===== src/fps_pkg.sv =====
package fps_pkg;
    // ----------------------------------------
    // register indexes, byte address = 4 * index
    // ----------------------------------------
    localparam logic [5:0] IDX_DIV = 6'h00;
    localparam logic [5:0] IDX_CFG = 6'h03;
    localparam logic [5:0] IDX_PROT = 6'h04;
    localparam logic [5:0] IDX_FLAGS = 6'h05;
    localparam logic [5:0] IDX_CMD = 6'h06;
    // ----------------------------------------
    // field positions
    // ----------------------------------------
    localparam int B_CBE = 7;
    localparam int B_DONEF = 6;
    localparam int B_PROTECT_VIOLATION_FLAG = 5;
    localparam int B_ACCESS_ERROR_FLAG = 4;
    localparam int B_BLANK = 2;
    localparam int B_FAIL = 1;
    localparam int B_DONE = 0;
    localparam int B_CBE_IE = 7;
    localparam int B_DONE_IE = 6;
    localparam int B_DIVLD = 7;
    // ----------------------------------------
    // reset values and constants
    // ----------------------------------------
    localparam logic [7:0] PROT_RST = 8'hff;
    localparam logic [7:0] CFG_RST = 8'h00;
    localparam logic [7:0] DIV_RST = 8'h00;
    localparam logic [7:0] CMD_VERIFY = 8'h05;
    localparam logic [7:0] CMD_PROG = 8'h20;
    localparam logic [7:0] CMD_SECTOR = 8'h40;
    localparam logic [7:0] CMD_MASS = 8'h41;
    localparam logic [15:0] LOW_BASE = 16'h4000;
    // allowed scenario moves, one row per source, bit = target
    localparam logic [63:0] MOVE_TABLE =
        {8'hff, 8'h5a, 8'h3c, 8'h18, 8'h08, 8'h0c, 8'h0a, 8'h0f};

    typedef enum logic [1:0] {
        SEQ_IDLE = 2'b00,
        SEQ_ADDR = 2'b01,
        SEQ_CMD = 2'b11
    } fps_seq_t;

    typedef struct packed {
        logic polaritySel;
        logic spare;
        logic highRangeOff;
        logic [1:0] highRangeSize;
        logic lowRangeOff;
        logic [1:0] lowRangeSize;
    } fps_prot_t;

    typedef struct packed {
        logic [7:0] code;
        logic [15:0] addr;
    } fps_launch_t;
endpackage


===== src/fps_protect_status.sv =====
// Our own choice: register access over Wishbone.
`timescale 1ns/1ps
module fps_protect_status (
    // clock and reset
    input wire logic clk,
    input wire logic rstn,
    // wishbone slave
    input wire logic wbCyc,
    input wire logic wbStb,
    input wire logic wbWe,
    input wire logic [7:0] wbAdr,
    input wire logic [3:0] wbSel,
    input wire logic [31:0] wbDatIn,
    output logic [31:0] wbDatOut,
    output logic wbAck,
    // array side
    input wire logic arrWrite,
    input wire logic [15:0] arrAddr,
    input wire fps_pkg::fps_prot_t protLoad,
    input wire logic specialMode,
    input wire logic cpuStop,
    // command engine
    output logic cmdLaunch,
    output fps_pkg::fps_launch_t launchInfo,
    input wire logic engBufFree,
    input wire logic engAllDone,
    input wire logic engActive,
    input wire logic verifyBlank,
    input wire logic verifyFail,
    // interrupt requests
    output logic irqBufEmpty,
    output logic irqCmdDone
);
    import fps_pkg::*;

    // ----------------------------------------
    // state
    // ----------------------------------------
    fps_prot_t prot, next_prot;
    logic loaded, next_loaded;
    logic [7:0] cfg, next_cfg;
    logic [7:0] divider, next_divider;
    logic divLoaded, next_divLoaded;
    logic [7:0] cmdCode, next_cmdCode;
    logic [15:0] seqAddr, next_seqAddr;
    fps_seq_t seq, next_seq;
    logic cbe, next_cbe;
    logic cdone, next_cdone;
    logic protect_violation_flag, next_protect_violation_flag;
    logic access_error_flag, next_access_error_flag;
    logic blank, next_blank;
    logic fail, next_fail;
    logic next_launch;
    fps_launch_t next_info;
    logic next_ack;
    logic [31:0] next_dat;

    // ----------------------------------------
    // decode helpers
    // ----------------------------------------
    logic wrReq, wrOk;
    logic [5:0] idx;
    logic [7:0] wd;
    logic [7:0] flagsRd;
    logic [2:0] curScen, newScen;
    fps_prot_t cand;
    logic addrProt;
    logic [15:0] highBase, lowEnd;
    logic blocked;

    assign idx = wbAdr[7:2];
    assign wd = wbDatIn[7:0];
    assign wrReq = wbCyc && wbStb && wbWe && wbAck;
    // only the low lane carries register bits
    assign wrOk = wrReq && wbSel[0];

    // high range always ends at the top of the map
    always_comb begin
        case (prot.highRangeSize)
            2'b00: highBase = 16'hf800;
            2'b01: highBase = 16'hf000;
            2'b10: highBase = 16'he000;
            2'b11: highBase = 16'hc000;
            default: highBase = 16'hc000;
        endcase
        case (prot.lowRangeSize)
            2'b00: lowEnd = 16'h43ff;
            2'b01: lowEnd = 16'h47ff;
            2'b10: lowEnd = 16'h4fff;
            2'b11: lowEnd = 16'h5fff;
            default: lowEnd = 16'h5fff;
        endcase
    end

    always_comb begin
        logic inHigh;
        logic inLow;
        logic hitSel;
        inHigh = !prot.highRangeOff && (seqAddr >= highBase);
        inLow = !prot.lowRangeOff && (seqAddr >= LOW_BASE)
            && (seqAddr <= lowEnd);
        hitSel = inHigh || inLow;
        if (prot.polaritySel) begin
            addrProt = hitSel;
        end else begin
            addrProt = !hitSel;
        end
    end

    assign curScen = {prot.polaritySel, prot.highRangeOff,
        prot.lowRangeOff};

    // size bits follow the write only while their range is off
    always_comb begin
        cand = fps_prot_t'(wd);
        if (!prot.highRangeOff) begin
            cand.highRangeSize = prot.highRangeSize;
        end
        if (!prot.lowRangeOff) begin
            cand.lowRangeSize = prot.lowRangeSize;
        end
    end
    assign newScen = {cand.polaritySel, cand.highRangeOff,
        cand.lowRangeOff};

    assign blocked = access_error_flag || protect_violation_flag || (specialMode && fail);

    always_comb begin
        flagsRd = 8'h00;
        flagsRd[B_CBE] = cbe;
        flagsRd[B_DONEF] = cdone;
        flagsRd[B_PROTECT_VIOLATION_FLAG] = protect_violation_flag;
        flagsRd[B_ACCESS_ERROR_FLAG] = access_error_flag;
        flagsRd[B_BLANK] = blank;
        flagsRd[B_FAIL] = specialMode && fail;
        flagsRd[B_DONE] = specialMode && !engActive;
    end

    // ----------------------------------------
    // bus answer, one cycle after the request
    // ----------------------------------------
    always_comb begin
        next_ack = wbCyc && wbStb && !wbAck;
        next_dat = 32'h0000_0000;
        if (next_ack && !wbWe) begin
            case (idx)
                IDX_DIV: next_dat[7:0] = {divLoaded, divider[6:0]};
                IDX_CFG: next_dat[7:0] = cfg;
                IDX_PROT: next_dat[7:0] = prot;
                IDX_FLAGS: next_dat[7:0] = flagsRd;
                IDX_CMD: next_dat[7:0] = cmdCode;
                default: next_dat = 32'h0000_0000;
            endcase
        end
    end

    always_ff @(posedge clk) begin
        if (!rstn) begin
            wbAck <= 1'b0;
            wbDatOut <= 32'h0000_0000;
        end else begin
            wbAck <= next_ack;
            wbDatOut <= next_dat;
        end
    end

    // ----------------------------------------
    // configuration registers
    // ----------------------------------------
    always_comb begin
        next_prot = prot;
        next_loaded = 1'b1;
        next_cfg = cfg;
        next_divider = divider;
        next_divLoaded = divLoaded;
        if (!loaded) begin
            next_prot = protLoad;
        end else if (wrOk && idx == IDX_PROT
            && MOVE_TABLE[{curScen, newScen}]) begin
            next_prot = cand;
        end
        if (wrOk && idx == IDX_CFG) begin
            next_cfg = wd;
        end
        if (wrOk && idx == IDX_DIV) begin
            next_divider = wd;
            next_divLoaded = 1'b1;
        end
    end

    always_ff @(posedge clk) begin
        if (!rstn) begin
            prot <= PROT_RST;
            loaded <= 1'b0;
            cfg <= CFG_RST;
            divider <= DIV_RST;
            divLoaded <= 1'b0;
        end else begin
            prot <= next_prot;
            loaded <= next_loaded;
            cfg <= next_cfg;
            divider <= next_divider;
            divLoaded <= next_divLoaded;
        end
    end

    // ----------------------------------------
    // command sequence and status flags
    // ----------------------------------------
    always_comb begin
        logic flagWr;
        logic cbeW1;
        logic badCmd;
        logic foreign;
        flagWr = wrOk && idx == IDX_FLAGS;
        cbeW1 = flagWr && wd[B_CBE];
        badCmd = 1'b0;
        foreign = 1'b0;
        next_seq = seq;
        next_cmdCode = cmdCode;
        next_seqAddr = seqAddr;
        next_cbe = cbe;
        next_cdone = cdone;
        next_protect_violation_flag = protect_violation_flag;
        next_access_error_flag = access_error_flag;
        next_blank = blank;
        next_fail = fail;
        next_launch = 1'b0;
        next_info = '{code: cmdCode, addr: seqAddr};
        // buffer, done and blank events first, so a launch clear in the same cycle wins
        if (engBufFree) begin
            next_cbe = 1'b1;
        end
        if (engAllDone) begin
            next_cdone = 1'b1;
        end
        if (verifyBlank) begin
            next_blank = 1'b1;
        end
        if (flagWr && wd[B_PROTECT_VIOLATION_FLAG] && !protect_violation_flag) begin
            next_protect_violation_flag = 1'b0;
        end
        if (flagWr && wd[B_PROTECT_VIOLATION_FLAG]) begin
            next_protect_violation_flag = 1'b0;
        end
        if (flagWr && wd[B_ACCESS_ERROR_FLAG]) begin
            next_access_error_flag = 1'b0;
        end
        if (flagWr && wd[B_FAIL] && specialMode) begin
            next_fail = 1'b0;
        end
        if (verifyFail && specialMode) begin
            next_fail = 1'b1;
        end
        if (cpuStop && !cdone) begin
            next_access_error_flag = 1'b1;
        end
        // any other module write breaks an open sequence
        if (wrOk && idx != IDX_CMD && !flagWr) begin
            foreign = 1'b1;
        end
        case (seq)
            SEQ_IDLE: begin
                if (arrWrite) begin
                    next_seq = SEQ_ADDR;
                    next_seqAddr = arrAddr;
                end else if (wrOk && idx == IDX_CMD) begin
                    next_access_error_flag = 1'b1;
                end
            end
            SEQ_ADDR: begin
                if (wrOk && idx == IDX_CMD) begin
                    badCmd = !(wd == CMD_VERIFY || wd == CMD_PROG
                        || wd == CMD_SECTOR || wd == CMD_MASS);
                    next_cmdCode = wd;
                    next_seq = badCmd ? SEQ_IDLE : SEQ_CMD;
                    if (badCmd) begin
                        next_access_error_flag = 1'b1;
                    end
                end else if (arrWrite || foreign || flagWr) begin
                    next_seq = SEQ_IDLE;
                    next_access_error_flag = 1'b1;
                end
            end
            SEQ_CMD: begin
                if (cbeW1) begin
                    next_seq = SEQ_IDLE;
                    if (blocked) begin
                        next_access_error_flag = 1'b1;
                    end else if (!divLoaded) begin
                        next_access_error_flag = 1'b1;
                    end else if (cmdCode != CMD_VERIFY
                        && cmdCode != CMD_MASS && addrProt) begin
                        next_protect_violation_flag = 1'b1;
                    end else if (cmdCode == CMD_MASS
                        && prot != PROT_RST) begin
                        next_protect_violation_flag = 1'b1;
                    end else begin
                        next_launch = 1'b1;
                        next_cbe = 1'b0;
                        next_cdone = 1'b0;
                        next_blank = 1'b0;
                    end
                end else if (arrWrite || foreign || flagWr
                    || (wrOk && idx == IDX_CMD)) begin
                    next_seq = SEQ_IDLE;
                    next_access_error_flag = 1'b1;
                end
            end
            default: next_seq = SEQ_IDLE;
        endcase
    end

    always_ff @(posedge clk) begin
        if (!rstn) begin
            seq <= SEQ_IDLE;
            cmdCode <= 8'h00;
            seqAddr <= 16'h0000;
            cbe <= 1'b1;
            cdone <= 1'b1;
            protect_violation_flag <= 1'b0;
            access_error_flag <= 1'b0;
            blank <= 1'b0;
            fail <= 1'b0;
            cmdLaunch <= 1'b0;
            launchInfo <= '0;
        end else begin
            seq <= next_seq;
            cmdCode <= next_cmdCode;
            seqAddr <= next_seqAddr;
            cbe <= next_cbe;
            cdone <= next_cdone;
            protect_violation_flag <= next_protect_violation_flag;
            access_error_flag <= next_access_error_flag;
            blank <= next_blank;
            fail <= next_fail;
            cmdLaunch <= next_launch;
            launchInfo <= next_info;
        end
    end

    assign irqBufEmpty = cbe && cfg[B_CBE_IE];
    assign irqCmdDone = cdone && cfg[B_DONE_IE];

    logic flagW;
    assign flagW = wrOk && idx == IDX_FLAGS;
endmodule


===== config.mk =====
export PLATFORM = sky130hd
export DESIGN_NAME = fps_protect_status
export DESIGN_NICKNAME = d
export VERILOG_FILES = /design/src/fps_pkg.sv /design/src/fps_protect_status.sv
export SDC_FILE = /design/constraint.sdc
export NUM_CORES = 1
export LEC_CHECK = 0
export ABC_CLOCK_PERIOD_IN_PS = 3000
export BUFFER_PORTS_ARGS = -buffer_cell sky130_fd_sc_hd__buf_2
export CAP_MARGIN = 20
export CELL_PAD_IN_SITES_DETAIL_PLACEMENT = 0
export CELL_PAD_IN_SITES_GLOBAL_PLACEMENT = 1
export CORE_MARGIN = 10
export CORE_UTILIZATION = 37
export CTS_CLUSTER_SIZE = 25
export DETAILED_ROUTE_END_ITERATION = 7
export GPL_TIMING_DRIVEN = 0
export MAX_ROUTING_LAYER = met4
export PLACE_DENSITY_LB_ADDON = 0.2
export RECOVER_POWER = 50
export SYNTH_ARGS = -nofsm -noshare
export SYNTH_HDL_FRONTEND = slang
export SYNTH_SLANG_ARGS = --single-unit

===== constraint.sdc =====
create_clock -name clk -period 3 [get_ports clk]
set_clock_uncertainty 0.05 [all_clocks]
set_input_delay 0.45 -clock clk [delete_from_list [all_inputs] [get_ports clk]]
set_output_delay 0.45 -clock clk [all_outputs]
set_load 0.005 [all_outputs]

==> results of run 1 <==
==> through the flow <==
step	total power, mW	cell area (um2)	cells	setup slack (ns)
2_1_floorplan	1.47	4240	481	0.890
3_3_place_gp	1.58	4840	707	0.567
3_5_place_dp	1.58	4840	707	0.527
4_1_cts	2.73	5140	723	0.509
5_1_grt	2.82	5090	723	0.316
6_report	2.71	5090	723	0.536
==> how the worst max path moves through the flow <==
| stage | start | cells after the start | endpoint | slack (ns) |
|---|---|---|---|---|
| final | prot[4]$_SDFFE_PN1P_ | 8 | blank$_SDFF_PN0_ | 0.54 |
| after global routing | prot[4]$_SDFFE_PN1P_ | 8 | protect_violation_flag$_SDFF_PN0_ | 0.32 |
| after CTS | prot[4]$_SDFFE_PN1P_ | 8 | blank$_SDFF_PN0_ | 0.51 |
| after detailed placement | prot[4]$_SDFFE_PN1P_ | 8 | protect_violation_flag$_SDFF_PN0_ | 0.53 |
| after global placement | prot[4]$_SDFFE_PN1P_ | 8 | protect_violation_flag$_SDFF_PN0_ | 0.57 |
| after floorplan | prot[4]$_SDFFE_PN1P_ | 8 | protect_violation_flag$_SDFF_PN0_ | 0.89 |
==> placed cells by master (no fill, tap or decap), types with 2 or more instances in the layout <==
| cell | instances |
|---|---|
| a222oi_1 | 8 |
| a21o_1 | 2 |
| nor4_1 | 4 |
| nor3_1 | 2 |
| a211oi_1 | 2 |
| ha_1 | 8 |
| buf_4 | 27 |
| clkbuf_16 | 9 |
| nor3b_1 | 10 |
| a21boi_0 | 8 |
| or4_1 | 2 |
| nor3_2 | 2 |
| nand3b_1 | 3 |
| and2_0 | 4 |
| dfxtp_1 | 91 |
| and2_1 | 13 |
| a31oi_1 | 6 |
| nand4_1 | 5 |
| inv_6 | 3 |
| inv_1 | 26 |
| and3_1 | 3 |
| mux2i_1 | 20 |
| a21oi_1 | 34 |
| a311oi_1 | 4 |
| clkinv_2 | 2 |
| and4b_1 | 2 |
| nor2b_1 | 23 |
| clkbuf_1 | 43 |
| and3b_1 | 6 |
| buf_2 | 60 |
| nand3_1 | 16 |
| conb_1 | 24 |
| nor2_1 | 30 |
| o211ai_1 | 2 |
| o21ai_0 | 3 |
| nand2_1 | 39 |
| buf_6 | 4 |
| a22oi_1 | 6 |
==> routing by layer <==
| layer | GRT usage [%] | routed length, um | vias to the layer above |
|---|---|---|---|
| met2 | 22.7 | 5290 | 133 |
| met1 | 20.5 | 5890 | 1648 |
| met5 | - | 0 | - |
| li1 | - | - | 1793 |
| met3 | 2.85 | 761 | 20 |
| met4 | 6.16 | 229 | 0 |
==> logic make-up (layout without fill, tap and decap cells) <==
logic type	Yosys count	in the layout
AND/OR/NAND/NOR	174	174
flip-flops	91	91
AO/OA/AOI/OAI	85	85
buffers and inverters	77	179
multiplexers	21	21
adder cells (fa/ha/maj)	8	8
other	1	24
XOR/XNOR	1	1
==> state kept, by name (all words and copies together), names as in the netlist, 2 cells and up <==
name	count
curScen	3
launchInfo	24
seqAddr	16
divider	7
cmdCode	8
seq	2
prot	5
wbDatOut	8
cfg	8
==> cell type report <==
| cell class | instances | area share, % |
|---|---|---|
| inverters | 26 | 1.92 |
| repair buffers | 86 | 7.77 |
| multi-input cells | 313 | 38.5 |
| flip-flops and latches | 91 | 35.8 |
| plain buffers | 51 | 6.71 |
| clock inverters | 7 | 1.47 |
| clock buffers | 9 | 4.42 |
| well taps | 140 | 3.44 |
==> worst max-delay path: stages (launching register included) <==
cell and delay [ns]:
dfxtp_1 0.44, nor2_1 0.08, ha_1 0.28, or4b_1 0.43, nor4_1 0.27, a221o_2 0.22, a2111oi_0 0.09, nor2_1 0.35
a31oi_1 0.13
==> power groups by stage <==
| stage | Sequential (mW) | Clock [mW] | Combinational (mW) |
|---|---|---|---|
| 4_1_cts | 1.29 | 1.17 | 0.270 |
| 6_report | 1.29 | 1.16 | 0.265 |
| 3_3_place_gp | 1.31 | 0 | 0.264 |
| 5_1_grt | 1.29 | 1.22 | 0.298 |
| 2_1_floorplan | 1.31 | 0 | 0.167 |
| 3_5_place_dp | 1.32 | 0 | 0.269 |
==> metrics.md, run 1 <==
| Metric | Value |
|---|---|
| Clock Tree Buf Depth | 2 |
| Initial antenna violation count | 0 |
| Final critical-path required period | 2.46 ns |
| WL final | 12,200 um |
| Net Sw Frac | 25.1% |
| Switch Pwr | 0.681 mW |
| Critical Path Fanout Max | 6 |
| Core Rows | 38 |
| CTS tree | done |
| Number of flops mapped to enable cells by yosys | 0 |
| Setup TNS | 0 ns |
| Average wire per cell in the routed design | 16.8 um |
| Worst vdd ir | 0.266 mV |
| Mean area per synthesized cell | 9.07 um2 |
| Static Leak | 2.21 nW |
| Clock-pin slew on the worst setup and hold paths | 0.07 ns |
| Placer Congestion | 0.836 |
| Max_slew headroom | 58.8% |
| Max Cap Viol | 0 |
| Core ar. | 10,900 um2 |
| H-Tree Depth | 3 |
| Post-Synth Simple-Gate Area | 23.4% |
| Compound-cell area share of the yosys netlist | 13.9% |
| Cts hold-fix bufs | 0 |
| Post-synth cell types | 58 |
| N_diodes | 0 |
| Final core occ | 46.6% |
| RSZ-0062 raised after global routing | no |
| Area contributors post-synth | dfxtp_1 (44%), buf_4 (5.1%), mux2i_1 (4.8%) |
| Worst Setup Path Type | flip-flop to flip-flop |
| Pins Over Slew Limit | 0 |
| Mapped cell area | 4150 um2 |
| Pin count of the biggest net entering global routing | 17 |
| Primary FF master, synth | dfxtp_1 |
| Die outline width | 126 um |
| Top cell type's share of synthesized area | 43.9% |
| Share of layout cells above drive strength 1 | 20.2% |
| Yosys warns | 0 |
| Hold Path Depth | 3 |
| Worst EP arrival | 2.63 ns |
| Worst min-delay path class | input pin to flip-flop |
| Crit. End Element | flip-flop |
| Async SR Flop Fraction | 0% |
| Slew @ Worst Pin | 0.616 ns |
| I/O pins | 141 |
| RR Endpoint | blank$_SDFF_PN0_ |
| DR vias | 3,594 |
| Die Height | 126 um |
| Worst R2R Path Depth | 8 |
| Vias in the first global route | 3,623 |
| CTS sink cnt | 91 |
| Startpoint Class | flip-flop |
| Mux cell area share after synthesis | 5.09% |
| Worst Min Path Start | arrAddr[13] |
| Vias per cell | 4.97 |
| Fin Hold WS | 0.290 ns |
| Worst Hold Path EP | seqAddr[13]$_SDFFE_PN0P_ |
| Sequential power share | 47.5% |
| DRC | 0 |
| Reg2reg setup slack | 0.54 ns |
| DP Wirelength | 9140 um |
| Seq/Total Area, Yosys | 43.9% |
| Leading area contributor after synthesis | dfxtp_1 |
| Main combinational cell family by area after synthesis | simple AND/OR/NAND/NOR gates |
| Grt total ovfl | 0 |
| Die area | 15,900 um2 |
| Starting Density | 38.0% |
| R2r startpoint | prot[4]$_SDFFE_PN1P_ |
| Multi-input gate area | 1960 um2 |
| Final ANT Viol Nets | 0 |
| Layout Area Growth over Synthesis | 22.6% |
| Period utilisation layout | 82.1% |
| Root Buffer | clkbuf_16 |
| Gr usage total | 15.5% |
| Fill cell total of the finished layout | 1,117 |
| Final Hold Viols | 0 |
| DR iter-0 viols | 360 |
| Clk network pwr share | 42.7% |
| Worst skew pair latency | 0.34 ns |
| Global-route wire length before repair | 19,400 um |
| Post-synthesis xor/xnor area fraction | 0.211% |
| Top cells by count, synth | dfxtp_1 (91), nand2_1 (39), a21oi_1 (34) |
| Setup bufs post-CTS | 0 |
| Sequential Area | 1820 um2 |
| Nets | 667 |
| IO Port Bufs | 86 |
| Drt first pass iters | 6 |
| Count of final setup violators | 0 |
| CTS resizes | 0 |
| Logic pwr share | 9.8% |
| Status | completed |
| Post-Syn Instances | 458 |
| Synth Area in Adders | 2.41% |
| Worst path required time | 3.16 ns |
| Number of synthesized register bits | 91 |
| Count leader, synth | dfxtp_1 |
| Max Clk Rate | 0.406 GHz |
| Num CTS Buffers | 9 |
| P_int | 2.03 mW |
| Pwr per Cell Area | 533 nW/um2 |
(Power assumes the default switching activity.)
==> run 2, diff against run 1 <==
ABC_CLOCK_PERIOD_IN_PS = 2100   (was 3000)
CORE_UTILIZATION = 33   (was 37)
clock period = 2.1 ns   (was 3 ns; I/O delays follow)
==> metrics.md, run 2 (synthesis gave the netlist of run 1 again) <==
| Metric | Value |
|---|---|
| DRC | 0 |
| CTS sink cnt | 91 |
| DR vias | 3,598 |
| Clk network pwr share | 41.8% |
| Final critical-path required period | 2.09 ns |
| Commonest non-fill, non-tap cells in the layout | dfxtp_1 (86), buf_2 (60), clkbuf_1 (44) |
| Period utilisation layout | 99.5% |
| I/O pins | 141 |
| Biggest regs | launchInfo: 24 flops, seqAddr: 16 flops |
| Die outline width | 132 um |
| Placer Congestion | 0.858 |
| Worst skew pair latency | 0.34 ns |
| Status | completed |
| Die area | 17,500 um2 |
| Pin count of the biggest net entering global routing | 15 |
| Post-route non-filler standard cell count | 754 |
| Startpoint Class | flip-flop |
| DP Wirelength | 9330 um |
| Average wire per cell in the routed design | 16.4 um |
| Max_slew headroom | 60.9% |
| Max FFs per register | 24 |
| Cells after DPL | 735 |
| Count of final setup violators | 0 |
| Final ANT Viol Nets | 0 |
| Layout Area Growth over Synthesis | 26.2% |
| Worst EP arrival | 2.33 ns |
| Worst min-delay path class | input pin to flip-flop |
| DR iter-0 viols | 335 |
| Grt total ovfl | 0 |
| Max Clk Rate | 0.479 GHz |
| Slew @ Worst Pin | 0.585 ns |
| Vias in the first global route | 3,644 |
| Core ar. | 12,200 um2 |
| Clock Tree Buf Depth | 2 |
| Total power | 3.88 mW |
| Vias per cell | 4.77 |
| Final worst slack | 0.0111 ns |
| Initial antenna violation count | 1 |
| H-Tree Depth | 3 |
| Die Height | 132 um |
| Setup TNS | 0 ns |
| Worst Setup Path Type | flip-flop to flip-flop |
| Final core occ | 43.1% |
| Clock-pin slew on the worst setup and hold paths | 0.06 ns |
| Logic pwr share | 10.5% |
| Starting Density | 34.1% |
| Worst path required time | 2.34 ns |
| CTS tree | done |
| Root Buffer | clkbuf_16 |
| WL final | 12,400 um |
| Static Leak | 2.23 nW |
| Global-route wire length before repair | 19,500 um |
| Final Hold Viols | 0 |
| Pins Over Slew Limit | 0 |
| Worst vdd ir | 0.291 mV |
| DP Worst Slack | -0.368 ns |
| Sequential power share | 47.6% |
| IO Port Bufs | 86 |
| Share of layout cells above drive strength 1 | 23.2% |
| Cts hold-fix bufs | 0 |
| Switch Pwr | 0.944 mW |
| Largest Register | launchInfo |
| P_int | 2.93 mW |
| Pwr per Cell Area | 740 nW/um2 |
| RSZ-0062 raised after global routing | yes |
| Net Sw Frac | 24.3% |
| Num CTS Buffers | 9 |
| Nets | 669 |
| Drt first pass iters | 6 |
| Gr usage total | 14.2% |
| Critical Path Fanout Max | 5 |
| Most common cell after layout, fill and taps aside | dfxtp_1 |
| Crit. End Element | flip-flop |
| Core Rows | 40 |
| Max Cap Viol | 0 |
==> run 2: cell count changes in the layout (fill, tap and decap cells not counted), moves of 2 or more <==
cell and delta:
nor2_1 -3, ha_1 -2, inv_6 -3, nor2_4 +2
dfxtp_2 +3, dfxtp_1 -5, buf_4 +2, dfxtp_4 +2
ha_4 +2
==> run 2: layout make-up <==
type / count / area, um2
diodes: 1 / 2.50
plain buffers: 51 / 343
clock buffers: 11 / 243
clock inverters: 5 / 52.6
fillers: 1252 / 6920
inverters: 26 / 97.6
multi-input cells: 313 / 2050
flip-flops and latches: 91 / 1830
well taps: 168 / 210
repair buffers: 88 / 410
==> run 2: timing repair <==
action,4_1_cts,5_1_grt
setup endpoints to repair,6,6
pin swaps,6,1
resized for setup,19,5
setup buffers,3,0
==> run 2: path summary, 6_finish.rpt <==
path | from | endpoint | slack [ns] | depth (start not counted)
max | prot[4]$_SDFFE_PN1P_ | cmdLaunch$_SDFF_PP0_ | 0.01 | 7
min | arrAddr[5] | seqAddr[5]$_SDFFE_PN0P_ | 0.16 | 3
max reg2reg | prot[4]$_SDFFE_PN1P_ | cmdLaunch$_SDFF_PP0_ | 0.01 | 7
min reg2reg | wbAck$_SDFF_PN0_ | wbAck$_SDFF_PN0_ | 0.42 | 1
==> run 2: power by group through the flow <==
stage | registers (mW) | logic [mW] | clock network (mW)
detailed placement | 1.88 | 0.387 | 0
finish | 1.85 | 0.409 | 1.62
floorplan | 1.87 | 0.238 | 0
global route | 1.85 | 0.461 | 1.74
CTS | 1.85 | 0.416 | 1.66
global placement | 1.88 | 0.382 | 0
==> run 2: worst max-delay path: stages, from the launching register on <==
cell	delay (ns)
dfxtp_4	0.36
clkbuf_1	0.09
ha_1	0.30
a21o_1	0.19
a221o_2	0.37
a221o_1	0.34
nor2_4	0.17
and2_4	0.17
==> run 2: metrics by stage <==
stage / hold WS (ns) / instance area, um2
after global placement: 0.393 / 4880
final: 0.159 / 5240
after floorplan: 0.293 / 4240
after detailed placement: 0.397 / 4880
after global routing: 0.165 / 5240
after CTS: 0.132 / 5270
==> run 2: layer usage <==
metal | GRT usage, % | vias to the layer above | share of wire (%)
met5 | - | - | 0
met4 | 4.71 | 0 | 1.5
met3 | 3.16 | 11 | 5.8
met2 | 20.5 | 135 | 43
met1 | 19.2 | 1651 | 50
li1 | - | 1801 | -
